--- config.mk ---
export PLATFORM = sky130hd
export DESIGN_NAME = vrsp_port
export DESIGN_NICKNAME = d
export VERILOG_FILES = /design/src/vrsp_pkg.sv /design/src/vrsp_port.sv /design/src/vrsp_shifter.sv
export SDC_FILE = /design/constraint.sdc
export NUM_CORES = 1
export LEC_CHECK = 0
export BUFFER_PORTS_ARGS = -buffer_cell sky130_fd_sc_hd__buf_4
export CAP_MARGIN = 5
export CORE_ASPECT_RATIO = 0.9
export CORE_MARGIN = 2
export CORE_UTILIZATION = 55
export DETAILED_ROUTE_END_ITERATION = 7
export PLACE_DENSITY_LB_ADDON = 0.1
export REMOVE_ABC_BUFFERS = 1
export SLEW_MARGIN = 20
export SYNTH_ARGS = -nofsm -noshare
export SYNTH_HDL_FRONTEND = slang
export SYNTH_SLANG_ARGS = --single-unit
--- constraint.sdc ---
create_clock -name clk_sys -period 3.3 [get_ports clk_sys]
set_input_delay 0.825 -clock clk_sys [delete_from_list [all_inputs] [get_ports clk_sys]]
set_output_delay 0.825 -clock clk_sys [all_outputs]
set_load 0.05 [all_outputs]
--- src/vrsp_pkg.sv ---
// Constants and types for the voice recorder serial command port
package vrsp_pkg;

  // ----------------------------------------
  // Frame layout
  // ----------------------------------------
  localparam int ROW_W = 11;
  localparam int CTRL_W = 5;
  localparam int FRAME_W = ROW_W + CTRL_W;
  localparam logic [4:0] FRAME_BITS = 5'h10;
  localparam logic [ROW_W-1:0] ROW_COUNT = 11'h4B0;
  localparam logic [ROW_W-1:0] ROW_LAST = 11'h4AF;
  localparam int CELLS_PER_ROW = 1600;
  localparam logic [ROW_W-1:0] ROW_RESET = 11'h000;

  // ----------------------------------------
  // Timing
  // ----------------------------------------
  localparam int CLK_MHZ = 50;
  localparam int WAKE_DELAY_MS = 25;
  localparam int WAKE_DELAY_CYC = WAKE_DELAY_MS * CLK_MHZ * 1000;

  // ----------------------------------------
  // Types
  // ----------------------------------------
  typedef struct packed {
    logic run;
    logic direction;
    logic power;
    logic ignore_addr;
    logic skip;
  } vrsp_ctrl_t;

  typedef struct packed {
    vrsp_ctrl_t ctrl;
    logic [ROW_W-1:0] row_select_field;
  } vrsp_frame_t;

  typedef struct packed {
    logic [ROW_W-1:0] row_pointer_field;
    logic message_end_flag;
    logic memory_full_flag;
  } vrsp_status_t;

  typedef enum logic [1:0] {
    OP_IDLE = 2'h0,
    OP_PLAY = 2'h1,
    OP_SKIP = 2'h3,
    OP_CAPTURE = 2'h2
  } vrsp_op_t;

endpackage

--- src/vrsp_port.sv ---
// Serial command port top: pin sync, command decode, operation tracking
`timescale 1ns/1ps
`default_nettype none
module vrsp_port (
  // Clock and reset
  input wire logic clk_sys,
  input wire logic reset,
  // Serial pins
  input wire logic sclk,
  input wire logic mosi,
  input wire logic ss_n,
  output logic miso,
  output logic miso_oe_n,
  // Attention line, open drain
  output logic attn_n_out,
  output logic attn_n_oe_n,
  // Storage engine events
  input wire logic marker_hit,
  input wire logic row_done,
  // Operation state
  output vrsp_pkg::vrsp_op_t op_state,
  output logic powered,
  output logic wake_ready,
  output logic [vrsp_pkg::ROW_W-1:0] row_pointer,
  output logic message_end_flag,
  output logic memory_full_flag,
  output logic attention,
  output logic cmd_strobe
);

  // ----------------------------------------
  // Pin synchronisers
  // ----------------------------------------
  logic [1:0] sclk_q;
  logic [1:0] mosi_q;
  logic [1:0] ss_q;
  logic sclk_d;
  logic ss_d;

  always_ff @(posedge clk_sys or posedge reset) begin
    if (reset) begin
      sclk_q <= 2'h0;
      mosi_q <= 2'h0;
      ss_q <= 2'h3;
      sclk_d <= 1'b0;
      ss_d <= 1'b1;
    end else begin
      sclk_q <= {sclk_q[0], sclk};
      mosi_q <= {mosi_q[0], mosi};
      ss_q <= {ss_q[0], ss_n};
      sclk_d <= sclk_q[1];
      ss_d <= ss_q[1];
    end
  end

  logic sclk_rise;
  logic sclk_fall;
  logic frame_start;
  logic frame_end;
  assign sclk_rise = sclk_q[1] && !sclk_d;
  assign sclk_fall = !sclk_q[1] && sclk_d;
  assign frame_start = ss_d && !ss_q[1];
  assign frame_end = !ss_d && ss_q[1];

  // ----------------------------------------
  // Shifter
  // ----------------------------------------
  vrsp_pkg::vrsp_frame_t frame;
  vrsp_pkg::vrsp_status_t status_word;
  logic [4:0] bit_count;

  // Row pointer on top, full flag leaves first
  assign status_word = {row_pointer, message_end_flag, memory_full_flag};

  vrsp_shifter u_shifter (
    .clk_sys(clk_sys),
    .reset(reset),
    .frame_start(frame_start),
    .sclk_rise(sclk_rise),
    .sclk_fall(sclk_fall),
    .mosi_s(mosi_q[1]),
    .ss_n_s(ss_q[1]),
    .status_in(status_word),
    .miso(miso),
    .frame(frame),
    .bit_count(bit_count)
  );

  assign miso_oe_n = ss_q[1];
  assign attn_n_out = 1'b0;
  assign attn_n_oe_n = !attention;

  // ----------------------------------------
  // Command decode
  // ----------------------------------------
  typedef enum logic [2:0] {
    CMD_NONE = 3'h0,
    CMD_WAKE = 3'h1,
    CMD_STOP = 3'h3,
    CMD_SLEEP = 3'h2,
    CMD_START = 3'h6
  } vrsp_cmd_t;

  function automatic logic is_stop(input vrsp_pkg::vrsp_ctrl_t c);
    is_stop = !c.run && c.ignore_addr;
  endfunction

  function automatic logic is_start(input vrsp_pkg::vrsp_ctrl_t c);
    is_start = c.run && c.power;
  endfunction

  function automatic logic is_wake(input vrsp_pkg::vrsp_ctrl_t c);
    is_wake = c.power && !c.run && !c.skip && !c.ignore_addr && !c.direction;
  endfunction

  // Stop patterns first, then the exact wake pattern, then starts
  function automatic vrsp_cmd_t decode_cmd(input vrsp_pkg::vrsp_ctrl_t c);
    if (is_stop(c)) begin
      decode_cmd = c.power ? CMD_STOP : CMD_SLEEP;
    end else if (is_wake(c)) begin
      decode_cmd = CMD_WAKE;
    end else if (is_start(c)) begin
      decode_cmd = CMD_START;
    end else begin
      decode_cmd = CMD_NONE;
    end
  endfunction

  // Skip only rides on playback; with capture it starts nothing
  function automatic vrsp_pkg::vrsp_op_t start_op(input vrsp_pkg::vrsp_ctrl_t c);
    if (!c.direction) begin
      start_op = c.skip ? vrsp_pkg::OP_IDLE : vrsp_pkg::OP_CAPTURE;
    end else if (c.skip) begin
      start_op = vrsp_pkg::OP_SKIP;
    end else begin
      start_op = vrsp_pkg::OP_PLAY;
    end
  endfunction

  logic frame_ok;
  vrsp_pkg::vrsp_ctrl_t c;
  vrsp_cmd_t cmd;
  logic start_ok;
  logic row_ok;

  assign frame_ok = frame_end && bit_count == vrsp_pkg::FRAME_BITS;
  assign c = frame.ctrl;
  assign cmd = frame_ok ? decode_cmd(c) : CMD_NONE;
  assign start_ok = cmd == CMD_START && powered && op_state == vrsp_pkg::OP_IDLE;
  assign row_ok = frame.row_select_field < vrsp_pkg::ROW_COUNT;

  // ----------------------------------------
  // Engine events
  // ----------------------------------------
  logic at_end;
  logic hit_marker;
  logic hit_full;
  logic step_row;

  assign at_end = row_pointer == vrsp_pkg::ROW_LAST;

  // Capture runs past markers; only play and skip stop on them
  always_comb begin
    hit_marker = 1'b0;
    hit_full = 1'b0;
    step_row = 1'b0;
    case (op_state)
      vrsp_pkg::OP_PLAY, vrsp_pkg::OP_SKIP: begin
        if (marker_hit) begin
          hit_marker = 1'b1;
        end else if (row_done) begin
          hit_full = at_end;
          step_row = !at_end;
        end
      end
      vrsp_pkg::OP_CAPTURE: begin
        if (row_done) begin
          hit_full = at_end;
          step_row = !at_end;
        end
      end
      default: begin
        hit_marker = 1'b0;
      end
    endcase
  end

  // ----------------------------------------
  // Operation state
  // ----------------------------------------
  vrsp_pkg::vrsp_op_t next_op_state;
  logic [vrsp_pkg::ROW_W-1:0] next_row_pointer;
  logic next_message_end_flag;
  logic next_memory_full_flag;
  logic next_attention;
  logic next_cmd_strobe;
  logic op_ends;

  // Only an engine stop raises attention, a stop command does not
  assign op_ends = hit_marker || hit_full;

  always_comb begin
    next_op_state = op_state;
    next_row_pointer = row_pointer;
    next_message_end_flag = message_end_flag;
    next_memory_full_flag = memory_full_flag;
    next_attention = attention;
    next_cmd_strobe = frame_ok;
    if (hit_marker) begin
      next_message_end_flag = 1'b1;
      next_op_state = vrsp_pkg::OP_IDLE;
    end
    if (hit_full) begin
      next_memory_full_flag = 1'b1;
      next_op_state = vrsp_pkg::OP_IDLE;
    end
    if (step_row) begin
      next_row_pointer = row_pointer + 11'h001;
    end
    // Set wins over the clear of a frame starting in the same cycle
    if (op_ends) begin
      next_attention = 1'b1;
    end else if (frame_start) begin
      // Status already latched into the shifter this cycle
      next_attention = 1'b0;
      next_message_end_flag = 1'b0;
      next_memory_full_flag = 1'b0;
    end
    case (cmd)
      CMD_STOP, CMD_SLEEP: begin
        next_op_state = vrsp_pkg::OP_IDLE;
      end
      CMD_START: begin
        if (start_ok) begin
          if (!c.ignore_addr && row_ok) begin
            next_row_pointer = frame.row_select_field;
          end
          next_op_state = start_op(c);
        end
      end
      default: begin
        next_cmd_strobe = frame_ok;
      end
    endcase
  end

  always_ff @(posedge clk_sys or posedge reset) begin
    if (reset) begin
      op_state <= vrsp_pkg::OP_IDLE;
      row_pointer <= vrsp_pkg::ROW_RESET;
      message_end_flag <= 1'b0;
      memory_full_flag <= 1'b0;
      attention <= 1'b0;
      cmd_strobe <= 1'b0;
    end else begin
      op_state <= next_op_state;
      row_pointer <= next_row_pointer;
      message_end_flag <= next_message_end_flag;
      memory_full_flag <= next_memory_full_flag;
      attention <= next_attention;
      cmd_strobe <= next_cmd_strobe;
    end
  end

  // ----------------------------------------
  // Power and wake delay
  // ----------------------------------------
  logic next_powered;
  logic [31:0] wake_count;
  logic [31:0] next_wake_count;
  logic next_wake_ready;

  // Wake ready is a hint only; commands are not held back by it
  always_comb begin
    next_powered = powered;
    next_wake_count = wake_count;
    next_wake_ready = wake_ready;
    if (wake_count != 32'h0) begin
      next_wake_count = wake_count - 32'h1;
      next_wake_ready = (wake_count == 32'h1);
    end
    case (cmd)
      CMD_SLEEP: begin
        next_powered = 1'b0;
        next_wake_ready = 1'b0;
        next_wake_count = 32'h0;
      end
      CMD_WAKE: begin
        if (!powered) begin
          next_powered = 1'b1;
          next_wake_ready = 1'b0;
          next_wake_count = 32'(vrsp_pkg::WAKE_DELAY_CYC);
        end
      end
      default: begin
        next_powered = powered;
      end
    endcase
  end

  always_ff @(posedge clk_sys or posedge reset) begin
    if (reset) begin
      powered <= 1'b0;
      wake_count <= 32'h0;
      wake_ready <= 1'b0;
    end else begin
      powered <= next_powered;
      wake_count <= next_wake_count;
      wake_ready <= next_wake_ready;
    end
  end

endmodule
`default_nettype wire

--- src/vrsp_shifter.sv ---
// Serial shifter for command frames and status word
`timescale 1ns/1ps
`default_nettype none
module vrsp_shifter (
  // Clock and reset
  input wire logic clk_sys,
  input wire logic reset,
  // Synchronised serial events
  input wire logic frame_start,
  input wire logic sclk_rise,
  input wire logic sclk_fall,
  input wire logic mosi_s,
  input wire logic ss_n_s,
  // Status to send
  input wire vrsp_pkg::vrsp_status_t status_in,
  // Outputs
  output logic miso,
  output vrsp_pkg::vrsp_frame_t frame,
  output logic [4:0] bit_count
);

  logic [vrsp_pkg::FRAME_W-1:0] rx;
  logic [vrsp_pkg::FRAME_W-1:0] tx;
  logic [vrsp_pkg::FRAME_W-1:0] next_rx;
  logic [vrsp_pkg::FRAME_W-1:0] next_tx;
  logic [4:0] next_bit_count;
  logic next_miso;
  logic [vrsp_pkg::FRAME_W-1:0] status_wide;

  // Status word zero-padded to the frame width
  assign status_wide = {{(vrsp_pkg::FRAME_W - $bits(vrsp_pkg::vrsp_status_t)){1'b0}}, status_in};

  always_comb begin
    next_rx = rx;
    next_tx = tx;
    next_bit_count = bit_count;
    next_miso = miso;
    if (frame_start) begin
      // Status loaded at frame start, bit 0 presented first
      next_tx = {1'b0, status_wide[vrsp_pkg::FRAME_W-1:1]};
      next_miso = status_wide[0];
      next_bit_count = 5'h00;
    end else if (!ss_n_s) begin
      if (sclk_rise && bit_count != vrsp_pkg::FRAME_BITS) begin
        // LSB first: each new bit enters at the top
        next_rx = {mosi_s, rx[vrsp_pkg::FRAME_W-1:1]};
        next_bit_count = bit_count + 5'h01;
      end
      if (sclk_fall) begin
        next_miso = tx[0];
        next_tx = {1'b0, tx[vrsp_pkg::FRAME_W-1:1]};
      end
    end
  end

  always_ff @(posedge clk_sys or posedge reset) begin
    if (reset) begin
      rx <= '0;
      tx <= '0;
      bit_count <= 5'h00;
      miso <= 1'b0;
    end else begin
      rx <= next_rx;
      tx <= next_tx;
      bit_count <= next_bit_count;
      miso <= next_miso;
    end
  end

  assign frame = vrsp_pkg::vrsp_frame_t'(rx);

endmodule
`default_nettype wire

==> impl_summary.log, run 1 <==
[metrics] number of filler cells placed in the layout: 697
[metrics] Seq/Total Area, Yosys: 50.83%
[metrics] first-pass GRT wire length: 16,280 um
[metrics] power density of the placed cells: 425.3 nW/um^2
[metrics] clock sink count: 93
[metrics] detailed-route wire length per cell: 15.96 um
[metrics] DRC viols: 0
[metrics] overall track demand over capacity in global routing: 22.37%
[metrics] effective utilization at floorplan: 56.84%
[metrics] result of the run: complete, no violations
[metrics] critical path endpoint category: register
[metrics] maximum level of the CTS H-tree: 3
[metrics] transition at the pin with the smallest max-transition slack: 0.7109 ns
[metrics] input/output buffers: 28
[metrics] number of register bits inferred by synthesis: 93
[metrics] cell class contributing the biggest share of worst-path delay: simple AND/OR/NAND/NOR gates
[metrics] maximum VDD drop: 253.6 uV
[metrics] number of setup violations in the final report: 0
[metrics] via count of the first global-routing pass: 3,320
[metrics] number of max-capacitance violations reported: 0
[metrics] switching power total: 0.5482 mW
[metrics] period utilisation layout: 86.89%
[metrics] routability congestion estimate: 0.8613
[metrics] post-placement cell area: 4896 um^2
[metrics] final standard cell area without fillers: 5100 um^2
[metrics] Max clock buf depth: 2
[metrics] combined area of all synthesized cells: 4586 um^2
[metrics] post-synthesis instance total: 442
[metrics] number of enable flip-flop cells after synthesis: 0
[metrics] via count: 3,448
[metrics] most frequent CP cell: sky130_fd_sc_hd__or4_1
[metrics] quantity of gates resized following cts: 0
[metrics] non-filler cells, final: 575
[metrics] overall die height: 90.63 um
[metrics] relative area change from synthesis to final layout: 11.21%
[metrics] worst hold slack across all endpoints: 0.3579 ns
[metrics] master of the slowest instance on the critical path: sky130_fd_sc_hd__o41ai_1
[metrics] primary flip-flop cell chosen by synthesis mapping: sky130_fd_sc_hd__dfrtp_1
[metrics] crit path time final: 2.867 ns
[metrics] Chip Width: 100.3 um
[metrics] CTS Root Cell: sky130_fd_sc_hd__clkbuf_8
[metrics] die footprint: 9085 um^2
[metrics] Worst-Skew Late Latency: 0.36 ns
[metrics] fraction of registers with async set or reset after synthesis: 100.0%
[metrics] Post-DRT Antenna Nets: 0
[metrics] number of primary I/O pins: 30
[metrics] Post-DP HPWL: 6357 um
[metrics] pin count of the biggest net entering global routing: 54
[metrics] Final Power: 2.169 mW
[metrics] number of buffers inserted during clock tree synthesis: 9
[metrics] mean area per synthesized cell: 10.37 um^2
[metrics] CTS Hold Buffers Added: 0
[metrics] Ant. Diodes: 0
[metrics] Post-Place Worst Slack: 0.4693 ns
[metrics] average vias per placed instance: 5.997
[metrics] fin worst setup slack: 0.4325 ns
[metrics] number of endpoints with negative hold slack in the final report: 0
[metrics] stage delay of the slowest cell on the critical path: 0.74 ns
[metrics] cell breakdown of the critical path: or4_1 -> or4_1 -> o41ai_1 -> mux2i_1 -> nand2_1
[metrics] worst path buffer plus inverter count: 0
[metrics] switching power as a share of total power: 25.28%
[metrics] Rel. slew slack: 51.99%
[metrics] 1st-iter DRT viols: 151
[metrics] sequential cell area in the final layout: 2331 um^2
[metrics] peak fanout along the critical path: 7
[metrics] clock-pin slew on the worst setup and hold paths: 0.10 ns
[metrics] area occupied by multi-input gates: 2138 um^2
[metrics] design internal power: 1.621 mW
[metrics] worst endpoint required time: 3.55 ns
[metrics] final standard cell utilization of the core: 63.21%
[metrics] setup repair after global routing missed its margin: false
[metrics] placeable core region: 8068 um^2
[metrics] Crit path arrival time: 3.12 ns
[metrics] TritonCTS clock tree: yes
[metrics] Placed Cells: 559
[metrics] number of search-and-repair iterations in the first detailed-routing pass: 5
[metrics] Hold/Removal Path Class: reg2reg
[metrics] Lkg Pwr: 2.358 nW
[metrics] net count reported at finish: 483
[metrics] clock share of power: 36.2%
[metrics] Critical Path Start Type: register
[metrics] max-slew violation count: 0
[metrics] number of antenna violations at the first check in global routing: 0
[metrics] fmax: 0.3487 GHz
[metrics] warnings from Yosys: 0
[metrics] GR Overflow Total: 0
[metrics] standard-cell row count: 31
[metrics] Total Neg Setup Slack: 0 ns
[metrics] number of distinct standard cells referenced by the synthesized netlist: 57
[metrics] combinational cell fraction of total power: 6.9%
[metrics] type of the worst setup path: reg2reg
[metrics] fraction of final layout cells with drive strength greater than 1: 17.86%
[metrics] setup skew after layout: 0.01317 ns
[metrics] portion of total power attributed to sequential cells: 57.0%
[metrics] Total Routed Length: 9179 um
[metrics] setup bufs post-CTS: 0
## cell families (layout without fill, tap and decap cells)
group / after synthesis / in the layout / share of synthesized area (%)
flops: 93 / 93 / 50.83
compound gates: 93 / 93 / 12.96
buf+inv: 24 / 58 / 2.647
simple gates: 178 / 178 / 21.56
other cells: 1 / 1 / 0.08178
mux: 34 / 34 / 7.885
fa+ha+maj: 5 / 5 / 1.364
xor+xnor: 14 / 14 / 2.674
## registers in the layout (all words and copies together), names as in the netlist, 2 cells and up
signal,count
u_shifter.bit_count,5
u_shifter.frame,16
row_pointer,11
u_shifter.tx,12
op_state,2
mosi_q,2
wake_count,32
sclk_q,2
ss_q,2
## power groups by stage
stage	clock, mW	sequential (mW)	combinational (mW)
after floorplan	0	1.25	0.113
after CTS	0.811	1.24	0.152
after detailed placement	0	1.26	0.151
after global routing	0.861	1.24	0.169
after global placement	0	1.25	0.149
final	0.784	1.24	0.149
## area by class of cell
cell class              instances  area share [%]
clock buffers                   9           2.429
clock inverters                 7           1.570
inverters                       7          0.5397
multi-input cells             325           41.93
flip-flops and latches         93           45.71
well taps                      99           2.429
repair buffers                 35           5.397
## synthesized netlist by cell type (7+ instances only)
library cell               count  share of area [%]
sky130_fd_sc_hd__o31ai_1       9                1.5
sky130_fd_sc_hd__nor2_1       29                2.4
sky130_fd_sc_hd__a21oi_1      31                3.4
sky130_fd_sc_hd__nand3_1      14                1.5
sky130_fd_sc_hd__o21ai_0      25                2.7
sky130_fd_sc_hd__nor4_1        9                1.2
sky130_fd_sc_hd__xor2_1       12                2.3
sky130_fd_sc_hd__and3_1        8                1.1
sky130_fd_sc_hd__mux2i_1      17                3.7
sky130_fd_sc_hd__inv_1         7               0.57
sky130_fd_sc_hd__dfrtp_1      90                 49
sky130_fd_sc_hd__mux2_2       16                3.9
sky130_fd_sc_hd__clkbuf_1     12               0.98
sky130_fd_sc_hd__nand4_1       7               0.95
sky130_fd_sc_hd__nand2_1      39                3.2
sky130_fd_sc_hd__or4_1        16                2.6
sky130_fd_sc_hd__or3_1        16                2.2
## routing by layer
layer / part of all wire (%) / up-vias / track usage, %
li1: - / 1693 / -
met1: 51 / 1682 / 35.18
met2: 44 / 65 / 31.32
met3: 4.3 / 8 / 5.650
met4: 1.0 / 0 / 4.566
met5: 0 / - / 0
## cell usage in the layout, fill, tap and decap left out, drive strengths merged, types with 3 or more instances in the layout
master	n
xor2	12
ha	5
clkbuf	9
nand2b	6
or3	16
nor2b	5
mux2i	17
nand3	14
nand2	39
dfstp	3
o31ai	10
o21ai	26
inv	10
a31oi	5
mux2	17
and2	4
nor3	6
buf	35
or2	6
nor4	10
or4b	3
dfrtp	90
a21oi	31
o41ai	4
and3	8
nor2	29
or4	16
nand4	7
## final timing paths
| kind | startpoint | endpoint | slack, ns | cells after the start |
|---|---|---|---|---|
| max | wake_count[25] | wake_count[6] | 0.43 | 5 |
| min reg2reg | mosi_q[0] | mosi_q[1] | 0.36 | 0 |
| min | mosi_q[0] | mosi_q[1] | 0.36 | 0 |
| min in group asynchronous | reset | wake_count[10] | 0.55 | 2 |
| max reg2reg | wake_count[25] | wake_count[6] | 0.43 | 5 |
| max in group asynchronous | reset | u_shifter.frame[8] | 2.05 | 3 |
Note: power is estimated with default switching activity, not from simulation.
==> inputs of run 2 (changes only) <==
--- a/config.mk
+++ b/config.mk
@@ -12,6 +12,7 @@
 export CORE_UTILIZATION = 55
 export DETAILED_ROUTE_END_ITERATION = 7
 export PLACE_DENSITY_LB_ADDON = 0.1
+export RECOVER_POWER = 50
 export REMOVE_ABC_BUFFERS = 1
 export SLEW_MARGIN = 20
 export SYNTH_ARGS = -nofsm -noshare
==> run 2 against run 1 <==
Net effect:
- the run now ends with capacitance limit, slew limit left
- clock power hardly changed
- sequential power hardly changed
- combinational power hardly changed
- final cell count stayed put
- via count hardly changed
- largest cell class unchanged
- sequential share of layout area is 0.079 points higher
- flip-flop and latch count stayed put
- core utilization is 0.11 points lower
- non-clock buffer count stayed put
- critical path depth stayed put
- clock skew is 0.00064 ns lower
- worst hold slack hardly changed
==> impl_summary.log, run 2 (synthesis results as in run 1) <==
[metrics] number of primary I/O pins: 30 (unchanged)
[metrics] clock sink count: 93 (unchanged)
[metrics] TritonCTS clock tree: yes
[metrics] relative area change from synthesis to final layout: 11.02%
[metrics] average vias per placed instance: 6.000 (about the same)
[metrics] Post-DP HPWL: 6357 um (unchanged)
[metrics] Crit Reg-Reg Endpoint: wake_count[6]
[metrics] 1st-iter DRT viols: 139 (-7.9%)
[metrics] crit path time final: 2.892 ns (+0.02483 ns)
[metrics] setup skew after layout: 0.01253 ns (-0.0006421 ns)
[metrics] Lkg Pwr: 2.347 nW (-0.47%)
[metrics] input/output buffers: 28 (unchanged)
[metrics] overall die height: 90.63 um (unchanged)
[metrics] number of search-and-repair iterations in the first detailed-routing pass: 5 (unchanged)
[metrics] Rel. slew slack: -17.43% (-69 points)
[metrics] Post-Place Worst Slack: 0.4693 ns (unchanged)
[metrics] standard-cell row count: 31 (unchanged)
[metrics] Critical Path Start Type: register
[metrics] final standard cell utilization of the core: 63.10% (-0.11 points)
[metrics] worst hold slack across all endpoints: 0.3577 ns (-0.0001940 ns)
[metrics] net count reported at finish: 483 (unchanged)
[metrics] final standard cell area without fillers: 5091 um^2 (-0.17%)
[metrics] number of setup violations in the final report: 0 (unchanged)
[metrics] number of max-capacitance violations reported: 1 (+1)
[metrics] setup repair after global routing missed its margin: false
[metrics] critical path endpoint category: register
[metrics] worst reg-to-reg path cell count: 5 (unchanged)
[metrics] Final Power: 2.168 mW (about the same)
[metrics] max reg flops: 32 (unchanged)
[metrics] maximum level of the CTS H-tree: 3 (unchanged)
[metrics] type of the worst setup path: reg2reg
[metrics] period utilisation layout: 87.64% (+0.75 points)
[metrics] setup bufs post-CTS: 0 (unchanged)
[metrics] fmax: 0.3457 GHz (-0.86%)
[metrics] Routed met3 length: 402 um (+1.8%)
[metrics] non-filler cells, final: 575 (unchanged)
[metrics] effective utilization at floorplan: 56.84% (unchanged)
[metrics] power density of the placed cells: 425.8 nW/um^2 (+0.12%)
[metrics] overall track demand over capacity in global routing: 22.37% (unchanged)
[metrics] Placed Cells: 559 (unchanged)
[metrics] Chip Width: 100.3 um (unchanged)
[metrics] clock-pin slew on the worst setup and hold paths: 0.10 ns (about the same)
[metrics] Total Routed Length: 9189 um (+0.11%)
[metrics] largest reg by FF count: wake_count
[metrics] DRT met1 WL: 4653 um (-0.79%)
[metrics] WHS Path Cells: 0 (unchanged)
[metrics] Total Neg Setup Slack: 0 ns (unchanged)
[metrics] Reg-to-Reg Start: wake_count[25]
[metrics] placeable core region: 8068 um^2 (unchanged)
[metrics] Ant. Diodes: 0 (unchanged)
[metrics] highest layer used for signal routing: met4
[metrics] Hold/Removal Path Class: reg2reg
[metrics] die footprint: 9085 um^2 (unchanged)
[metrics] HP Start: mosi_q[0]
[metrics] Crit path arrival time: 3.15 ns (+0.03 ns)
[metrics] violated checks: capacitance limit, slew limit
[metrics] number of endpoints with negative hold slack in the final report: 0 (unchanged)
[metrics] maximum VDD drop: 252.4 uV (-0.48%)
[metrics] pin count of the biggest net entering global routing: 54 (unchanged)
[metrics] cell breakdown of the critical path: or4_1 -> or4_1 -> o41ai_1 -> mux2i_1 -> nand2_1
[metrics] first-pass GRT wire length: 16,280 um (unchanged)
[metrics] most common cell after layout, fill and taps aside: sky130_fd_sc_hd__dfrtp_1
[metrics] post-placement cell area: 4896 um^2 (unchanged)
[metrics] number of antenna violations at the first check in global routing: 0 (unchanged)
[metrics] CTS Root Cell: sky130_fd_sc_hd__clkbuf_8
[metrics] wire length on met2: 4050 um (+1.2%)
[metrics] detailed-route wire length per cell: 15.98 um (+0.11%)
[metrics] DRC viols: 0 (unchanged)
[metrics] Worst-Skew Late Latency: 0.36 ns (about the same)
[metrics] worst endpoint required time: 3.56 ns (about the same)
[metrics] routability congestion estimate: 0.8613 (unchanged)
[metrics] stage delay of the slowest cell on the critical path: 0.77 ns (+0.03 ns)
[metrics] transition at the pin with the smallest max-transition slack: 1.752 ns (+1.041 ns)
[metrics] Post-DRT Antenna Nets: 0 (unchanged)
[metrics] fin worst setup slack: 0.4077 ns (-0.02483 ns)
[metrics] cell class contributing the biggest share of worst-path delay: simple AND/OR/NAND/NOR gates
[metrics] worst hold endpoint: mosi_q[1]
[metrics] number of filler cells placed in the layout: 699 (+0.29%)
[metrics] max-slew violation count: 41 (+41)
[metrics] GR Overflow Total: 0 (unchanged)
[metrics] quantity of gates resized following cts: 0 (unchanged)
[metrics] number of buffers inserted during clock tree synthesis: 9 (unchanged)
[metrics] fraction of final layout cells with drive strength greater than 1: 17.23% (-0.63 points)
[metrics] worst path buffer plus inverter count: 0 (unchanged)
[metrics] result of the run: complete, but fails checks
[metrics] Max clock buf depth: 2 (unchanged)
[metrics] most frequent CP cell: sky130_fd_sc_hd__or4_1
[metrics] peak fanout along the critical path: 7 (unchanged)
[metrics] most frequent cells in the layout: 90 x sky130_fd_sc_hd__dfrtp_1, 39 x sky130_fd_sc_hd__nand2_1, 31 x sky130_fd_sc_hd__a21oi_1
[metrics] master of the slowest instance on the critical path: sky130_fd_sc_hd__o41ai_1
[metrics] register-to-register path setup slack: 0.41 ns (-0.02 ns)
[metrics] CTS Hold Buffers Added: 0 (unchanged)
[metrics] via count of the first global-routing pass: 3,320 (unchanged)
[metrics] via count: 3,450 (+0.058%)
run 2: changes by cell type in the layout (fill, tap and decap cells not counted), sizes merged:
cell	change
clkinvlp	+1
clkbuf	+5
clkinv	-1
buf	-5
run 2: where the power goes:
part	switching, mW	total (mW)	leakage, nW	internal, mW
clock	0.422	0.784	0.103	0.362
sequential	0.0469	1.24	1.20	1.19
combinational	0.0794	0.148	1.05	0.0691
run 2: routing by layer:
metal  up-vias  track usage [%]
met4         0            4.566
met5         -                0
li1       1690                -
met1      1687            35.18
met3         6            5.650
met2        67            31.32
run 2: how the worst max path moves through the flow:
stage,depth (start not counted),start,slack (ns),end
after detailed placement,5,wake_count[25],0.47,wake_count[6]
after CTS,5,wake_count[25],0.44,wake_count[6]
after global routing,6,wake_count[25],0.27,wake_count[25]
after global placement,5,wake_count[25],0.49,wake_count[4]
after floorplan,1,reset,0.06,attention
final,5,wake_count[25],0.41,wake_count[6]
run 2: cell type report:
| type | instances | area, um^2 | area share [%] |
|---|---|---|---|
| clock buffer | 9 | 123.9 | 2.433 |
| inverter | 7 | 27.53 | 0.5407 |
| timing repair buffer | 35 | 271.5 | 5.333 |
| tap | 99 | 123.9 | 2.433 |
| clock inverter | 7 | 80.08 | 1.573 |
| sequential | 93 | 2331 | 45.79 |
| multi-input combinational | 325 | 2133 | 41.90 |
run 2: worst reg2reg max path, stage by stage (launching register included):
cell and delay, ns:
sky130_fd_sc_hd__dfrtp_1 0.43, sky130_fd_sc_hd__or4_1 0.64, sky130_fd_sc_hd__or4_1 0.61, sky130_fd_sc_hd__o41ai_1 0.77, sky130_fd_sc_hd__mux2i_1 0.27, sky130_fd_sc_hd__nand2_1 0.07
==> inputs of run 3 (changes only) <==
--- a/config.mk
+++ b/config.mk
@@ -7,14 +7,14 @@
 export LEC_CHECK = 0
 export BUFFER_PORTS_ARGS = -buffer_cell sky130_fd_sc_hd__buf_4
 export CAP_MARGIN = 5
-export CORE_ASPECT_RATIO = 0.9
 export CORE_MARGIN = 2
-export CORE_UTILIZATION = 55
+export CORE_UTILIZATION = 57
+export CTS_BUF_LIST = sky130_fd_sc_hd__clkbuf_4 sky130_fd_sc_hd__clkbuf_8
 export DETAILED_ROUTE_END_ITERATION = 7
 export PLACE_DENSITY_LB_ADDON = 0.1
 export RECOVER_POWER = 50
 export REMOVE_ABC_BUFFERS = 1
-export SLEW_MARGIN = 20
+export SLEW_MARGIN = 5
 export SYNTH_ARGS = -nofsm -noshare
 export SYNTH_HDL_FRONTEND = slang
 export SYNTH_SLANG_ARGS = --single-unit
==> run 3 against run 2 <==
Net effect:
- the flow still finishes with violations (capacitance limit, slew limit)
- worst hold slack lost 0.00064 ns
- worst setup slack gained 0.039 ns
- final cell count grew 0.35%
- clock skew shrank 0.0021 ns
- power shrank 3.5%
- clock power shrank 9.4%
- count of clock-buffer cells in the layout grew 1
- register-to-register slack gained 0.04 ns
- maximum frequency grew 1.4%
- non-clock buffer count shrank 1
- critical path type unchanged
- critical endpoint is now wake_count[15]
- largest cell class unchanged
- highest routed layer unchanged
==> impl_summary.log, run 3 (synthesis results as in run 1) <==
[metrics] effective utilization at floorplan: 59.04% (+2.2 points)
[metrics] violated checks: capacitance limit, slew limit
[metrics] stage delay of the slowest cell on the critical path: 0.67 ns (-0.10 ns)
[metrics] Rel. slew slack: -9.924% (+7.5 points)
[metrics] net count reported at finish: 482 (-0.21%)
[metrics] Placed Cells: 561 (+0.36%)
[metrics] Post-DRT Antenna Nets: 0 (unchanged)
[metrics] Hold/Removal Path Class: reg2reg
[metrics] Post-DP HPWL: 6250 um (-1.7%)
[metrics] max reg flops: 32 (unchanged)
[metrics] critical path endpoint category: register
[metrics] worst endpoint required time: 3.54 ns (-0.02 ns)
[metrics] placeable core region: 7767 um^2 (-3.7%)
[metrics] die footprint: 8779 um^2 (-3.4%)
[metrics] Worst-Skew Late Latency: 0.35 ns (about the same)
[metrics] pin count of the biggest net entering global routing: 57 (+5.6%)
[metrics] number of search-and-repair iterations in the first detailed-routing pass: 4 (-1)
[metrics] final standard cell area without fillers: 5067 um^2 (-0.47%)
[metrics] result of the run: complete, but fails checks
[metrics] Chip Width: 93.70 um (-6.5%)
[metrics] type of the worst setup path: reg2reg
[metrics] standard-cell row count: 32 (+3.2%)
[metrics] setup skew after layout: 0.01040 ns (-0.002126 ns)
[metrics] number of endpoints with negative hold slack in the final report: 0 (unchanged)
[metrics] CTS Hold Buffers Added: 0 (unchanged)
[metrics] period utilisation layout: 86.46% (-1.2 points)
[metrics] first-pass GRT wire length: 15,640 um (-3.9%)
[metrics] setup repair after global routing missed its margin: false
[metrics] post-placement cell area: 4892 um^2 (about the same)
[metrics] max-slew violation count: 38 (-7.3%)
[metrics] Total Routed Length: 8986 um (-2.2%)
[metrics] routability congestion estimate: 0.8259 (-4.1%)
[metrics] non-filler cells, final: 577 (+0.35%)
[metrics] 1st-iter DRT viols: 128 (-7.9%)
[metrics] master of the slowest instance on the critical path: sky130_fd_sc_hd__or4_1
[metrics] fin worst setup slack: 0.4469 ns (+0.03916 ns)
[metrics] fmax: 0.3505 GHz (+1.4%)
[metrics] register-to-register path setup slack: 0.45 ns (+0.04 ns)
[metrics] GR Overflow Total: 0 (unchanged)
[metrics] TritonCTS clock tree: yes
[metrics] largest reg by FF count: wake_count
[metrics] met1 usage in global routing: 30.27% (-4.9 points)
[metrics] global-route track usage on met3: 3.050% (-2.6 points)
[metrics] final standard cell utilization of the core: 65.24% (+2.1 points)
[metrics] via count of the first global-routing pass: 3,338 (+0.54%)
[metrics] number of buffers inserted during clock tree synthesis: 9 (unchanged)
[metrics] Crit path arrival time: 3.09 ns (-0.06 ns)
[metrics] detailed-route wire length per cell: 15.57 um (-2.5%)
[metrics] Post-Place Worst Slack: 0.4641 ns (-0.005159 ns)
[metrics] cell breakdown of the critical path: or4_1 -> or3_1 -> o41ai_4 -> buf_4 -> nor2_1 -> o21a_1
[metrics] number of antenna violations at the first check in global routing: 0 (unchanged)
[metrics] number of filler cells placed in the layout: 640 (-8.4%)
[metrics] transition at the pin with the smallest max-transition slack: 1.640 ns (-0.1120 ns)
[metrics] Max clock buf depth: 2 (unchanged)
[metrics] overall die height: 93.70 um (+3.4%)
[metrics] most common cell after layout, fill and taps aside: sky130_fd_sc_hd__dfrtp_1
[metrics] maximum VDD drop: 222.6 uV (-12%)
[metrics] via count: 3,420 (-0.87%)
[metrics] Total Neg Setup Slack: 0 ns (unchanged)
[metrics] number of max-capacitance violations reported: 1 (unchanged)
[metrics] Lkg Pwr: 2.329 nW (-0.76%)
[metrics] setup bufs post-CTS: 0 (unchanged)
[metrics] number of setup violations in the final report: 0 (unchanged)
[metrics] DRC viols: 0 (unchanged)
[metrics] overall track demand over capacity in global routing: 22.24% (-0.13 points)
[metrics] power density of the placed cells: 413.0 nW/um^2 (-3.0%)
[metrics] Critical Path Start Type: register
[metrics] peak fanout along the critical path: 13 (+6)
[metrics] worst hold slack across all endpoints: 0.3570 ns (-0.0006380 ns)
[metrics] clock sink count: 93 (unchanged)
[metrics] relative area change from synthesis to final layout: 10.50%
[metrics] quantity of gates resized following cts: 0 (unchanged)
[metrics] fraction of final layout cells with drive strength greater than 1: 17.05% (-0.17 points)
[metrics] busiest layer in global routing: met2
[metrics] average vias per placed instance: 5.927 (-1.2%)
[metrics] clock-pin slew on the worst setup and hold paths: 0.09 ns (about the same)
[metrics] crit path time final: 2.853 ns (-0.03916 ns)
[metrics] CTS Root Cell: sky130_fd_sc_hd__clkbuf_8
[metrics] GRT met2 Usage: 36.79% (+5.5 points)
[metrics] maximum level of the CTS H-tree: 3 (unchanged)
[metrics] most frequent cells in the layout: 90 x sky130_fd_sc_hd__dfrtp_1, 39 x sky130_fd_sc_hd__nand2_1, 31 x sky130_fd_sc_hd__a21oi_1
[metrics] Final Power: 2.093 mW (-3.5%)
[metrics] Ant. Diodes: 0 (unchanged)
[metrics] input/output buffers: 28 (unchanged)
[metrics] number of primary I/O pins: 30 (unchanged)
run 3: changes by cell type in the layout (fill, tap and decap cells not counted), sizes merged:
| cell | change |
|---|---|
| inv | -3 |
| clkbuf | +1 |
| buf | -1 |
| clkinv | +2 |
| bufinv | -1 |
| clkinvlp | +1 |
run 3: layout make-up:
| cell class | count | area [um^2] | area share (%) |
|---|---|---|---|
| flip-flops and latches | 93 | 2331 | 46.00 |
| multi-input cells | 325 | 2133 | 42.10 |
| clock inverters | 6 | 46.29 | 0.9136 |
| inverters | 7 | 27.53 | 0.5432 |
| well taps | 102 | 127.6 | 2.519 |
| repair buffers | 34 | 264.0 | 5.210 |
| clock buffers | 10 | 137.6 | 2.716 |
run 3: report_power, final:
group	switching [mW]	internal, mW
registers	0.0434	1.19
clock network	0.412	0.299
logic	0.0812	0.0693
total	0.536	1.56
run 3: worst max-delay path: cells and delay by family (launching register included):
| kind | cells | cell delay, ns |
|---|---|---|
| buffers and inverters | 1 | 0.28 |
| AND/OR/NAND/NOR | 3 | 1.28 |
| flip-flops | 1 | 0.44 |
| AO/OA/AOI/OAI | 2 | 0.75 |
run 3: worst paths after layout:
| kind | startpoint | to | cells after the start |
|---|---|---|---|
| setup / recovery | wake_count[17] | wake_count[15] | 6 |
| hold / removal | sclk_q[0] | sclk_q[1] | 0 |
| setup reg to reg | wake_count[17] | wake_count[15] | 6 |
| hold reg to reg | sclk_q[0] | sclk_q[1] | 0 |
| max in group asynchronous | reset | u_shifter.frame[7] | 3 |
| min in group asynchronous | reset | u_shifter.bit_count[1] | 2 |
run 3: metal layers:
metal,wire length [um],up-vias,share of wire [%]
met5,0,-,0
met4,97,0,1.1
met3,288,10,3.2
met2,4471,58,50
met1,4129,1671,46
li1,-,1681,-
